===== src/rtl/cdc_pkg.sv =====
// package: register map, field positions and reset values of the comparator control block
package cdc_pkg;
  // ---------------------------------------------------------------
  // register indices and byte addresses (each byte address is its index times four)
  // ---------------------------------------------------------------
  localparam logic [7:0] CDC_IDX_INTERRUPT_CONTROL_REG = 8'h0b;
  localparam logic [7:0] CDC_IDX_PFLAG = 8'h0c;
  localparam logic [7:0] CDC_IDX_CTRL = 8'h19;
  localparam logic [7:0] CDC_IDX_CFG = 8'h1a;
  localparam logic [7:0] CDC_IDX_DIR = 8'h85;
  localparam logic [7:0] CDC_IDX_PEN = 8'h8c;
  localparam logic [7:0] CDC_IDX_VREF = 8'h99;
  localparam logic [9:0] CDC_ADDR_INTERRUPT_CONTROL_REG = {CDC_IDX_INTERRUPT_CONTROL_REG, 2'b00};
  localparam logic [9:0] CDC_ADDR_PFLAG = {CDC_IDX_PFLAG, 2'b00};
  localparam logic [9:0] CDC_ADDR_CTRL = {CDC_IDX_CTRL, 2'b00};
  localparam logic [9:0] CDC_ADDR_CFG = {CDC_IDX_CFG, 2'b00};
  localparam logic [9:0] CDC_ADDR_DIR = {CDC_IDX_DIR, 2'b00};
  localparam logic [9:0] CDC_ADDR_PEN = {CDC_IDX_PEN, 2'b00};
  localparam logic [9:0] CDC_ADDR_VREF = {CDC_IDX_VREF, 2'b00};
  // ---------------------------------------------------------------
  // field positions
  // ---------------------------------------------------------------
  localparam int CDC_CFG_SYNC = 0;
  localparam int CDC_CFG_GSS = 1;
  localparam int CDC_CTRL_INV = 4;
  localparam int CDC_CTRL_RES = 6;
  localparam int CDC_CTRL_CIS = 3;
  localparam int CDC_PF_CMP = 3;
  localparam int CDC_PE_CMP = 3;
  localparam int CDC_IC_PERIPHERAL_IRQ_ENABLE = 6;
  localparam int CDC_IC_GIE = 7;
  localparam int CDC_VR_EN = 7;
  localparam int CDC_VR_LOW = 5;
  localparam int CDC_DIR_PIN = 2;
  // ---------------------------------------------------------------
  // writable masks and reset values
  // ---------------------------------------------------------------
  localparam logic [7:0] CDC_CFG_MASK = 8'h03;
  localparam logic [7:0] CDC_CTRL_MASK = 8'h1f;
  localparam logic [7:0] CDC_VREF_MASK = 8'haf;
  localparam logic [7:0] CDC_PF_MASK = 8'hef;
  localparam logic [7:0] CDC_PE_MASK = 8'hef;
  localparam logic [7:0] CDC_DIR_MASK = 8'h3f;
  localparam logic [7:0] CDC_CFG_RST = 8'h02;
  localparam logic [7:0] CDC_CTRL_RST = 8'h00;
  localparam logic [7:0] CDC_VREF_RST = 8'h00;
  localparam logic [7:0] CDC_DIR_RST = 8'h3f;
  localparam logic [7:0] CDC_ZERO_RST = 8'h00;
  localparam logic [2:0] CDC_MODE_RESET = 3'h0;
  localparam logic [2:0] CDC_MODE_OFF = 3'h7;
  localparam logic [15:0] CDC_WAKE_VECTOR = 16'h0004;
  // register bus request
  typedef struct packed {
    logic [9:0] addr;
    logic [7:0] wdata;
    logic wr;
    logic rd;
  } cdc_bus_t;
  // reference setting handed to the analog ladder
  typedef struct packed {
    logic power_on;
    logic low_range;
    logic [3:0] level_code;
    logic ground;
  } cdc_ref_t;
  typedef enum logic [1:0] {
    CDC_AWAKE = 2'b01,
    CDC_ASLEEP = 2'b10
  } cdc_pwr_t;
endpackage


===== src/rtl/cdc_comparator_control.sv =====
// comparator digital control: polarity, sync latch, gate select, flag, reference, sleep wake
// Summary of operation
// - config bit 1 picks timer gate: 1 gate pin, 0 comparator result
// - sync enable clear: result reaches users unsynchronised
// - sync enable set: result latched on timer clock falling edge
// - config bits 7..2 read zero, writes ignored
// - result readable at control bit 6, writes do not touch it
// - output pin mode selects raw result instead of port latch
// - pin direction bit still gates the output driver
// - invert bit 4 flips result polarity for every consumer
// - flag bit 3 of peripheral flags sets when result changes
// - software clears flag writing 0, writing 1 sets it
// - request only with flag enable, peripheral and global enables set
// - mismatch keeps setting flag; control access ends the mismatch
// - change during control read may leave flag unset
// - reference 32 levels; level code and range go to ladder
// - reference off, code 0000, low range gives ground
// - comparator and reference stay active in sleep
// - flag event in sleep wakes when flag enable and peripheral enable are set; global enable picks vector
// - wake leaves control, config and reference registers unchanged
// - reset puts mode 000 and reference off
// - raw result 1 when inverting input below non-inverting
//
// Added by the designer: the strobed register port.
module cdc_comparator_control
  import cdc_pkg::*;
(
  // clock and reset
  input wire logic mclk,
  input wire logic rst,
  // register port
  input wire cdc_pkg::cdc_bus_t bus,
  output logic [7:0] rdata,
  // analog comparator core
  input wire logic cmp_raw,
  output logic [2:0] comparator_mode_code,
  output logic input_switch,
  output cdc_pkg::cdc_ref_t internal_reference_level,
  // timer one
  input wire logic timer_clk_prescaled,
  input wire logic timer_gate_pin,
  output logic timer_gate,
  output logic comparator_result,
  // result output pin
  input wire logic port_latch_bit,
  output logic result_output_pin,
  output logic result_output_pin_oe_n,
  output logic [5:0] pin_direction,
  // processor interface
  input wire logic sleep_req,
  output logic irq_req,
  output logic wake,
  output logic wake_vector_en,
  output logic asleep
);
  import cdc_pkg::*;

  // ---------------------------------------------------------------
  // registers
  // ---------------------------------------------------------------
  logic [7:0] ctrl_q, cfg_q, vref_q, pflag_q, pen_q, interrupt_control_reg_q, dir_q;
  logic [7:0] rdata_q;
  logic tclk_q, sync_res_q, copy_q, pin_q;
  logic inv_res, res;
  logic mismatch, ctrl_touch, flag_wr, flag_set;
  cdc_pwr_t pwr_q;

  // polarity: invert bit applies to all consumers
  assign inv_res = cmp_raw ^ ctrl_q[CDC_CTRL_INV];

  // timer clock edge detect; latch result on falling edge after prescaler
  always_ff @(posedge mclk or posedge rst) begin
    if (rst) begin
      tclk_q <= 1'b0;
      sync_res_q <= 1'b0;
    end else begin
      tclk_q <= timer_clk_prescaled;
      if (tclk_q && !timer_clk_prescaled) begin
        sync_res_q <= inv_res;
      end
    end
  end

  // users see latched or direct result
  assign res = cfg_q[CDC_CFG_SYNC] ? sync_res_q : inv_res;
  assign comparator_result = res;
  assign timer_gate = cfg_q[CDC_CFG_GSS] ? timer_gate_pin : res;

  // pin mux: modes 001, 011 drive the raw inverted result, not synced
  always_ff @(posedge mclk or posedge rst) begin
    if (rst) begin
      pin_q <= 1'b0;
    end else if (ctrl_q[2:0] == 3'h1 || ctrl_q[2:0] == 3'h3) begin
      pin_q <= inv_res;
    end else begin
      pin_q <= port_latch_bit;
    end
  end
  assign result_output_pin = pin_q;
  assign result_output_pin_oe_n = dir_q[CDC_DIR_PIN];
  assign pin_direction = dir_q[5:0];

  // ---------------------------------------------------------------
  // mismatch detection
  // ---------------------------------------------------------------
  // copy refreshed on every control access; a change landing exactly on
  // the access is absorbed into the copy, so the flag may stay unset
  assign ctrl_touch = (bus.rd || bus.wr) && bus.addr == CDC_ADDR_CTRL;
  assign mismatch = res != copy_q;
  always_ff @(posedge mclk or posedge rst) begin
    if (rst) begin
      copy_q <= 1'b0;
    end else if (ctrl_touch) begin
      copy_q <= res;
    end
  end
  assign flag_set = mismatch && !ctrl_touch;
  assign flag_wr = bus.wr && bus.addr == CDC_ADDR_PFLAG;

  // flag register: hardware set wins over a software clear
  always_ff @(posedge mclk or posedge rst) begin
    if (rst) begin
      pflag_q <= CDC_ZERO_RST;
    end else begin
      if (flag_wr) begin
        pflag_q <= bus.wdata & CDC_PF_MASK;
      end
      if (flag_set) begin
        pflag_q[CDC_PF_CMP] <= 1'b1;
      end
    end
  end

  // ---------------------------------------------------------------
  // software registers; untouched by sleep or wake
  // ---------------------------------------------------------------
  always_ff @(posedge mclk or posedge rst) begin
    if (rst) begin
      ctrl_q <= CDC_CTRL_RST;
      cfg_q <= CDC_CFG_RST;
      vref_q <= CDC_VREF_RST;
      pen_q <= CDC_ZERO_RST;
      interrupt_control_reg_q <= CDC_ZERO_RST;
      dir_q <= CDC_DIR_RST;
    end else if (bus.wr) begin
      unique case (bus.addr)
        CDC_ADDR_CTRL: ctrl_q <= bus.wdata & CDC_CTRL_MASK;
        CDC_ADDR_CFG: cfg_q <= bus.wdata & CDC_CFG_MASK;
        CDC_ADDR_VREF: vref_q <= bus.wdata & CDC_VREF_MASK;
        CDC_ADDR_PEN: pen_q <= bus.wdata & CDC_PE_MASK;
        CDC_ADDR_INTERRUPT_CONTROL_REG: interrupt_control_reg_q <= bus.wdata;
        CDC_ADDR_DIR: dir_q <= bus.wdata & CDC_DIR_MASK;
        default: ;
      endcase
    end
  end

  // read data, valid only in the cycle after the strobe
  always_ff @(posedge mclk or posedge rst) begin
    if (rst) begin
      rdata_q <= CDC_ZERO_RST;
    end else if (bus.rd) begin
      unique case (bus.addr)
        CDC_ADDR_CTRL: rdata_q <= ctrl_q | {1'b0, res, 6'h00};
        CDC_ADDR_CFG: rdata_q <= cfg_q;
        CDC_ADDR_VREF: rdata_q <= vref_q;
        CDC_ADDR_PFLAG: rdata_q <= pflag_q;
        CDC_ADDR_PEN: rdata_q <= pen_q;
        CDC_ADDR_INTERRUPT_CONTROL_REG: rdata_q <= interrupt_control_reg_q;
        CDC_ADDR_DIR: rdata_q <= dir_q;
        default: rdata_q <= CDC_ZERO_RST;
      endcase
    end else begin
      rdata_q <= CDC_ZERO_RST;
    end
  end
  assign rdata = rdata_q;

  // analog controls
  assign comparator_mode_code = ctrl_q[2:0];
  assign input_switch = ctrl_q[CDC_CTRL_CIS];
  assign internal_reference_level.power_on = vref_q[CDC_VR_EN];
  assign internal_reference_level.low_range = vref_q[CDC_VR_LOW];
  assign internal_reference_level.level_code = vref_q[3:0];
  assign internal_reference_level.ground = !vref_q[CDC_VR_EN] &&
    vref_q[CDC_VR_LOW] && vref_q[3:0] == 4'h0;

  // interrupt request to processor
  assign irq_req = pflag_q[CDC_PF_CMP] && pen_q[CDC_PE_CMP] &&
    interrupt_control_reg_q[CDC_IC_PERIPHERAL_IRQ_ENABLE] && interrupt_control_reg_q[CDC_IC_GIE];

  // ---------------------------------------------------------------
  // sleep and wake; comparator logic keeps running while asleep
  // ---------------------------------------------------------------
  logic wake_cond;
  assign wake_cond = pflag_q[CDC_PF_CMP] && pen_q[CDC_PE_CMP] &&
    interrupt_control_reg_q[CDC_IC_PERIPHERAL_IRQ_ENABLE];
  always_ff @(posedge mclk or posedge rst) begin
    if (rst) begin
      pwr_q <= CDC_AWAKE;
    end else begin
      unique case (pwr_q)
        CDC_AWAKE: if (sleep_req) pwr_q <= CDC_ASLEEP;
        CDC_ASLEEP: if (wake_cond) pwr_q <= CDC_AWAKE;
        default: pwr_q <= CDC_AWAKE;
      endcase
    end
  end
  assign asleep = pwr_q == CDC_ASLEEP;
  assign wake = asleep && wake_cond;
  assign wake_vector_en = wake && interrupt_control_reg_q[CDC_IC_GIE];
endmodule


===== config.mk =====
export PLATFORM = sky130hd
export DESIGN_NAME = cdc_comparator_control
export DESIGN_NICKNAME = d
export VERILOG_FILES = /design/src/rtl/cdc_pkg.sv /design/src/rtl/cdc_comparator_control.sv
export SDC_FILE = /design/constraint.sdc
export NUM_CORES = 1
export LEC_CHECK = 0
export BUFFER_PORTS_ARGS = -buffer_cell sky130_fd_sc_hd__buf_2
export CAP_MARGIN = 10
export CORE_ASPECT_RATIO = 0.5
export CORE_MARGIN = 2
export CORE_UTILIZATION = 53
export CTS_CLUSTER_DIAMETER = 60
export CTS_CLUSTER_SIZE = 16
export DETAILED_ROUTE_END_ITERATION = 7
export PLACE_DENSITY_LB_ADDON = 0.12
export SETUP_SLACK_MARGIN = 0.15
export SLEW_MARGIN = 30
export SYNTH_ARGS = -nofsm -noshare
export SYNTH_HDL_FRONTEND = slang
export SYNTH_SLANG_ARGS = --single-unit

===== constraint.sdc =====
create_clock -name mclk -period 2.14 [get_ports mclk]
set_input_delay 0.428 -clock mclk [delete_from_list [all_inputs] [get_ports mclk]]
set_output_delay 0.428 -clock mclk [all_outputs]
set_load 0.02 [all_outputs]

# Word level (Yosys, flattened, before mapping)

Index checks and enable logic that the tools add are counted.

Equality and inequality tests: 14
Multiplexer cells: 10
Bitwise logic cells: 2
Reduce and logical (&&, ||, !) cells: 25

Operators with widths:

| cell                 | count |
|---|---|
| $pmux 8 s7           | 1 |
| $eq 10x10->1 const B | 3 |
| $eq 10x6->1 const B  | 2 |
| $eq 10x7->1 const B  | 2 |
| $reduce_and 2->1     | 7 |
| $logic_and 1x1->1    | 11 |
| $mux 8               | 1 |
| $or 5x7->7           | 1 |
| $logic_not 4->1      | 1 |
| $mux 1               | 4 |
| $mux 2               | 2 |
| $mux 4               | 1 |
| $pmux 2 s2           | 1 |
| $eq 3x1->1 const B   | 1 |
| $eq 3x2->1 const B   | 1 |
| $logic_not 1->1      | 3 |
| $eq 2x1->1 const B   | 1 |
| $eq 2x2->1 const B   | 1 |
| $logic_or 1x1->1     | 2 |
| $ne 2x1->1 const B   | 1 |
| $ne 2x2->1 const B   | 1 |
| $reduce_bool 2->1    | 1 |
| $ne 1x1->1           | 1 |
| $xor 1x1->1          | 1 |

Flip-flop bits (word level): 55
Input bits: 27
Output and inout bits: 33

# Logic depth before layout (Yosys ltp)

Gate-level depths: netlist of the first run.

Depth after elaboration: 5
Gate-level depth with buffers: 6

# Worst setup path before layout of the first run

No wires, ideal clock.

Kind: in2reg
Start point: in bus[19] in the netlist's numbering
End point: reg interrupt_control_reg_q[0]
Library setup time: 0.125 ns
Data arrival time: 2.032 ns
Setup slack: -0.017 ns
Stages: 5
Buffers on the path: 1
Path through: buf_2 or4b_4 nor4_4 nand2_2 mux2_2

Cells in the longest elaborated chain, start to end: 2

RTL lines:

| element                    | RTL line                      | text |
|---|---|---|
| from (decl)                | cdc_comparator_control.sv:32  | `input wire cdc_pkg::cdc_bus_t bus,` |
| $eq 10x6->1                | cdc_comparator_control.sv:146 | `unique case (bus.addr)` |
| $reduce_and 2->1 (no line) | --                            |  |
| to (signal assigned)       | cdc_comparator_control.sv:151 | `CDC_ADDR_INTERRUPT_CONTROL_REG: interrupt_control_reg_q <= bus.wdata;` |
| to (decl)                  | cdc_comparator_control.sv:61  | `logic [7:0] ctrl_q, cfg_q, vref_q, pflag_q, pen_q, interrupt_control_reg_q, dir_q;` |

Every way passes these cells.
A chain may end at the register's enable or synchronous reset.

# Worst setup path in the final report of the first run

Start point: reg ctrl_q[4]
End point: out timer_gate

Cells in the longest elaborated chain, start to end: 3

RTL lines:

| element                | RTL line                      | text |
|---|---|---|
| from (decl)            | cdc_comparator_control.sv:61  |  |
| from (signal assigned) | cdc_comparator_control.sv:147 | `CDC_ADDR_CTRL: ctrl_q <= bus.wdata & CDC_CTRL_MASK;` |
| $xor 1x1->1            | cdc_comparator_control.sv:69  | `assign inv_res = cmp_raw ^ ctrl_q[CDC_CTRL_INV];` |
| $mux 1                 | cdc_comparator_control.sv:85  | `assign res = cfg_q[CDC_CFG_SYNC] ? sync_res_q : inv_res;` |
| $mux 1                 | cdc_comparator_control.sv:87  | `assign timer_gate = cfg_q[CDC_CFG_GSS] ? timer_gate_pin : res;` |
| to (decl)              | cdc_comparator_control.sv:42  | `output logic timer_gate,` |

Every way passes these cells.

==> reports/metrics.yaml, run 1 <==
status: "finished, final reports clean"
vias_per_cell: 5.58
drc_errors: 0
drt_first_pass_iters: 4
nFillCells: 382
p_leak_nw: 1.68
end_kind: "output port"
cp.required_ns: 1.71
yosys_warnings: 0
drt_iter0_drc: 107
synth-simple-area-share_pct: 14.3
initial_utilization_pct: 54.2
grt.total_usage_pct: 24.4
place_hpwl_mm: 4.69
maxCapViolations: 0
power_per_cell_area_mw_per_mm2: 560
final_cell_area_mm2: 0.00334
rrSetupSlack_ns: 0.73
timing.rr.start: "ctrl_q[4]$_DFFE_PP0P_"
portBuffers: 59
max_slew_margin_pct: 31.0
hold_buffers: 0
yosys.area_share.xor_xnor_pct: 0.664
grt_setup_unrepaired: "yes"
drive_above_1_share_pct: 60.4
cts_tree: "built"
ir_drop_v: 0.000469
core.rowCount: 18
cts_buffer_depth: 2
cts.sinks: 55
fin_crit_ns: 2.01
fmax_mhz: 498
area_growth_pct: 26.6
gp_congestion: 0.893
register_area_mm2: 0.00139
p_int_w: 0.00140
final_hold_viol_count: 0
startpoint_type: "flip-flop"
post-route-period-util_pct: 93.9
crit_end: "timer_gate"
hold_class: "in2async"
numCtsBuffers: 5
routed_wl_mm: 6.37
ys_seq_area_share_pct: 52.6
grt-ovfl-total: 0
skew_ns: 0.00510
tightest_slew_ns: 1.02
r2r_end: "rdata[6]$_DFF_PP0_"
power_w: 0.00187
synth_cell_types: 42
layout_commonest_cell: "buf_2"
wl_per_cell_um: 18.0
maxSlewViolCount: 0
avgSynthCellArea_um2: 13.2
path_class: "reg2out"
crit_fanout: 2
ant_nets: 0
p_sw_w: 0.000472
htreeDepth: 2
final_cell_mix: "buf_2 (57), mux2_2 (47), dfrtp_1 (47), buf_4 (29), nand2_1 (10)"
syn_area_mm2: 0.00264
coreArea_mm2: 0.00486
crit_start: "ctrl_q[4]$_DFFE_PP0P_"
grt_max_degree: 22
multi_input_area_mm2: 0.00122
synthMuxAreaShare_pct: 22.5
die-height_um: 53.9
synthCells: 199
mappedNetlistNets: 226
clkPwrFrac_pct: 30.1
antenna_found_initial: 0
clockRootBuffer: "clkbuf_8"
die_x_um: 104
synth_compound_area_share_pct: 6.98
grt_pass1_wl_mm: 9.99
hold-worst-slack_ns: 0.105
r2r_cells: 5
synthAdderAreaFrac_pct: 0
clk_latency_ns: 0.31
die_area_mm2: 0.00559
antenna_cells: 0
cp_data_arrival_time_ns: 1.58
setup_viol: 0
clkTransAtPathRegs_ns: 0.10
dpl_cell_area_mm2: 0.00319
seqPwrFrac_pct: 58.7
fin_nets: 311
synth_top_family_by_area: "multiplexers"
ios: 60
grt_pass1_vias: 1852
num_vias: 1981
switching_share_pct: 25.2
pwr-share-comb_pct: 11.2
synth-seq-cells: 55
[stage by stage]
step                      util, %  worst slack, ns  cells  TNS [ns]
final                        68.6            0.132    355         0
after global routing         68.6           0.0985    355         0
after CTS                    68.2            0.126    354         0
after detailed placement     65.5           -0.188    343     -2.69
after floorplan                 -           0.0918    199         0
after global placement       65.5           -0.162    343     -1.79
[synth_stat cells, drive strengths merged]
master	count	area (µm²)
buf	6	40.0
inv	6	22.5
nand3	3	15.0
nor4b	1	23.8
mux2	50	563
nor2	3	11.3
dfstp	8	210
a211oi	1	7.51
a21oi	3	15.0
xor2	1	8.76
or4	1	7.51
o22ai	1	6.26
nand3b	4	30.0
nor4	7	101
or3b	1	8.76
or3	1	6.26
and3	1	6.26
a22oi	3	22.5
or4b	3	33.8
mux2i	3	30.0
o22a	1	8.76
nand2	13	51.3
nor3	3	26.3
o21ai	1	5.00
a2111o	1	11.3
and2	3	18.8
a31oi	4	25.0
nand2b	4	25.0
nor2b	2	12.5
dfrtp	47	1180
a32oi	1	8.76
xnor2	1	8.76
clkbuf	4	15.0
o41ai	1	16.3
o21a	1	7.51
a222oi	5	50.1
[how the worst min path moves through the flow]
| stage | slack [ns] | depth (start not counted) | end | start |
|---|---|---|---|---|
| 2_1_floorplan | 0.46 | 0 | tclk_q$_DFF_PP0_ | timer_clk_prescaled |
| 3_3_place_gp | 0.45 | 2 | pflag_q[1]$_DFFE_PP0P_ | rst |
| 3_5_place_dp | 0.46 | 2 | rdata[1]$_DFF_PP0_ | rst |
| 4_1_cts | 0.12 | 2 | pen_q[5]$_DFFE_PP0P_ | rst |
| 5_1_grt | 0.15 | 2 | rdata[1]$_DFF_PP0_ | rst |
| 6_report | 0.11 | 2 | pflag_q[1]$_DFFE_PP0P_ | rst |
[layer usage]
metal | vias up | track usage (%) | part of all wire (%)
li1 | 905 | - | -
met1 | 991 | 34.5 | 49
met2 | 75 | 39.6 | 44
met3 | 10 | 5.21 | 6.4
met4 | 0 | 5.86 | 0.88
met5 | - | 0 | 0
[sequential cells by signal (all words and copies together), names as in the netlist, 2 cells and up]
name and count:
cfg_q 2, ctrl_q 5, dir_q 6, interrupt_control_reg_q 8, pen_q 7, pflag_q 7, pwr_q 2, rdata 8
vref_q 6
[cells by family after synthesis]
family | count (synthesis)
compound gates | 23
xor+xnor | 2
buf+inv | 16
flops | 55
mux | 53
simple gates | 50
[worst max-delay path, stage by stage, from the launching register on]
cell     delay, ns
dfrtp_1       0.42
xor2_2        0.16
mux2_4        0.29
mux2_2        0.27
buf_6         0.13
[cell type report]
type                            instances  area share [%]
Timing Repair Buffer                   88            16.0
Multi-Input combinational cell        128            36.6
Clock inverter                          2           0.375
Sequential cell                        55            41.5
Inverter                                6           0.675
Clock buffer                            6            2.17
Tap cell                               70            2.62
[what timing repair did]
item / CTS / global route
pin swaps: 1 / 2
buffers inserted: 3 / 1
setup endpoints to repair: 8 / 14
gates resized for setup: 7 / 2
[power by group through the flow]
stage	registers, W	logic [W]	clock network [W]
after floorplan	0.00112	0.000114	0
after global placement	0.00111	0.000195	0
after detailed placement	0.00112	0.000202	0
after CTS	0.00110	0.000209	0.000578
after global routing	0.00110	0.000230	0.000620
final	0.00110	0.000209	0.000563
Power figures use the tool's default switching activity.
==> inputs of run 2 (changes only) <==
--- a/config.mk
+++ b/config.mk
@@ -15,6 +15,7 @@
 export DETAILED_ROUTE_END_ITERATION = 7
 export PLACE_DENSITY_LB_ADDON = 0.12
 export SETUP_SLACK_MARGIN = 0.15
+export SKIP_LAST_GASP = 1
 export SLEW_MARGIN = 30
 export SYNTH_ARGS = -nofsm -noshare
 export SYNTH_HDL_FRONTEND = slang
==> constraint.sdc (replaced) <==
create_clock -name mclk -period 2.14 [get_ports mclk]
set_input_delay 0.214 -clock mclk [delete_from_list [all_inputs] [get_ports mclk]]
set_output_delay 0.214 -clock mclk [all_outputs]
set_load 0.02 [all_outputs]
==> reports/metrics.yaml, run 2 (synthesis gave the netlist of run 1 again) <==
htreeDepth: 2
grt.total_usage_pct: 25.5
final_cell_mix: "buf_2 (59), mux2_2 (50), dfrtp_1 (47), buf_4 (13), nand2_1 (12)"
core.rowCount: 18
dp_cells: 331
cp_cell_sequence: "or4b_2, nor3_2, buf_2"
cp_data_arrival_time_ns: 1.72
fmax_mhz: 516
power_per_cell_area_mw_per_mm2: 593
grt-ovfl-total: 0
gp_congestion: 0.834
skew_ns: 0.00772
critical_path.max_stage_delay_ns: 0.70
drc_errors: 0
antenna_found_initial: 0
clk_latency_ns: 0.31
crit_fanout: 2
die-height_um: 53.9
wl_per_cell_um: 19.0
drt_first_pass_iters: 5
cp.required_ns: 1.93
p_leak_nw: 1.60
ios: 60
drt_iter0_drc: 133
hold-worst-slack_ns: 0.0147
area_growth_pct: 21.1
end_kind: "output port"
grt_pass1_wl_mm: 10.4
die_area_mm2: 0.00559
fin_nets: 297
clockRootBuffer: "clkbuf_8"
tightest_slew_ns: 0.590
rrSetupSlack_ns: 0.81
maxCapViolations: 0
ir_drop_v: 0.000290
cts_buffer_depth: 2
maxSlewViolCount: 0
fin_tns_setup_ns: 0
r2r_end: "copy_q$_DFFE_PP0N_"
portBuffers: 59
timing.rr.start: "ctrl_q[4]$_DFFE_PP0P_"
cts.sinks: 55
grt_max_degree: 31
crit_end: "internal_reference_level[0]"
coreArea_mm2: 0.00486
startpoint_type: "flip-flop"
numCtsBuffers: 5
num_vias: 1944
status: "finished, final reports clean"
layout_commonest_cell: "buf_2"
instances_no_fill: 341
place_hpwl_mm: 4.68
cts_tree: "built"
drive_above_1_share_pct: 56.5
ant_nets: 0
fin_crit_ns: 1.94
final_hold_viol_count: 0
grt_setup_unrepaired: "no"
initial_utilization_pct: 54.2
setup_viol: 0
cpMaxStageDelayCell: "or4b_2"
path_class: "reg2out"
die_x_um: 104
routed_wl_mm: 6.48
r2r_cells: 3
crit_start: "vref_q[7]$_DFFE_PP0P_"
clkTransAtPathRegs_ns: 0.10
hold_class: "in2reg"
max_slew_margin_pct: 60.7
dpl_cell_area_mm2: 0.00307
vias_per_cell: 5.70
final_cell_area_mm2: 0.00319
grt_pass1_vias: 1857
post-route-period-util_pct: 90.6
antenna_cells: 0
==> run 2: repair_timing <==
item / CTS / global route
buffers inserted: 1 / 0
resized for setup: 0 / 1
cloned: 0 / 0
endpoints found under the hold margin: 20 / 0
endpoints found under the setup margin: 1 / 1
hold buffers: 1 / 0
==> run 2: critical path: cells and delay by family, from the launching register on <==
kind / cells / cell delay (ns)
AND/OR/NAND/NOR: 2 / 0.82
buffers and inverters: 1 / 0.18
flip-flops: 1 / 0.41
==> run 2: power breakdown <==
part	switching [W]	internal, W	total, W	leakage, nW
registers	0.0000173	0.00108	0.00110	0.725
clock network	0.000340	0.000266	0.000606	0.0484
logic	0.000116	0.0000751	0.000191	0.824
total	0.000474	0.00142	0.00189	1.60
==> run 2: per-stage QoR <==
step	total power (W)	setup WS, ns	utilization, %
6_report	0.00189	0.202	65.6
5_1_grt	0.00197	0.119	65.6
4_1_cts	0.00191	0.174	65.5
3_5_place_dp	0.00131	0.00622	63.2
3_3_place_gp	0.00130	0.0381	63.2
2_1_floorplan	0.00123	0.197	-
==> run 2: worst min path at each step <==
stage / start / endpoint / slack, ns / depth (start not counted)
2_1_floorplan: timer_clk_prescaled / tclk_q$_DFF_PP0_ / 0.25 / 0
3_3_place_gp: rst / interrupt_control_reg_q[2]$_DFFE_PP0P_ / 0.29 / 2
3_5_place_dp: rst / interrupt_control_reg_q[2]$_DFFE_PP0P_ / 0.30 / 2
4_1_cts: timer_clk_prescaled / tclk_q$_DFF_PP0_ / 0.007 / 1
5_1_grt: timer_clk_prescaled / tclk_q$_DFF_PP0_ / 0.003 / 1
6_report: timer_clk_prescaled / tclk_q$_DFF_PP0_ / 0.01 / 1
==> run 2: cell type report <==
type	count	area (µm²)
Clock buffer	7	86.3
Clock inverter	1	8.76
Fill cell	392	1670
Inverter	6	22.5
Multi-Input combinational cell	128	1180
Sequential cell	55	1390
Tap cell	70	87.6
Timing Repair Buffer	74	423
==> run 2: metal layers <==
metal  wire [µm]  track usage (%)
met2        2890             39.1
met3         577             7.75
met4          55             6.08
met1        2950             36.3
met5           0                0
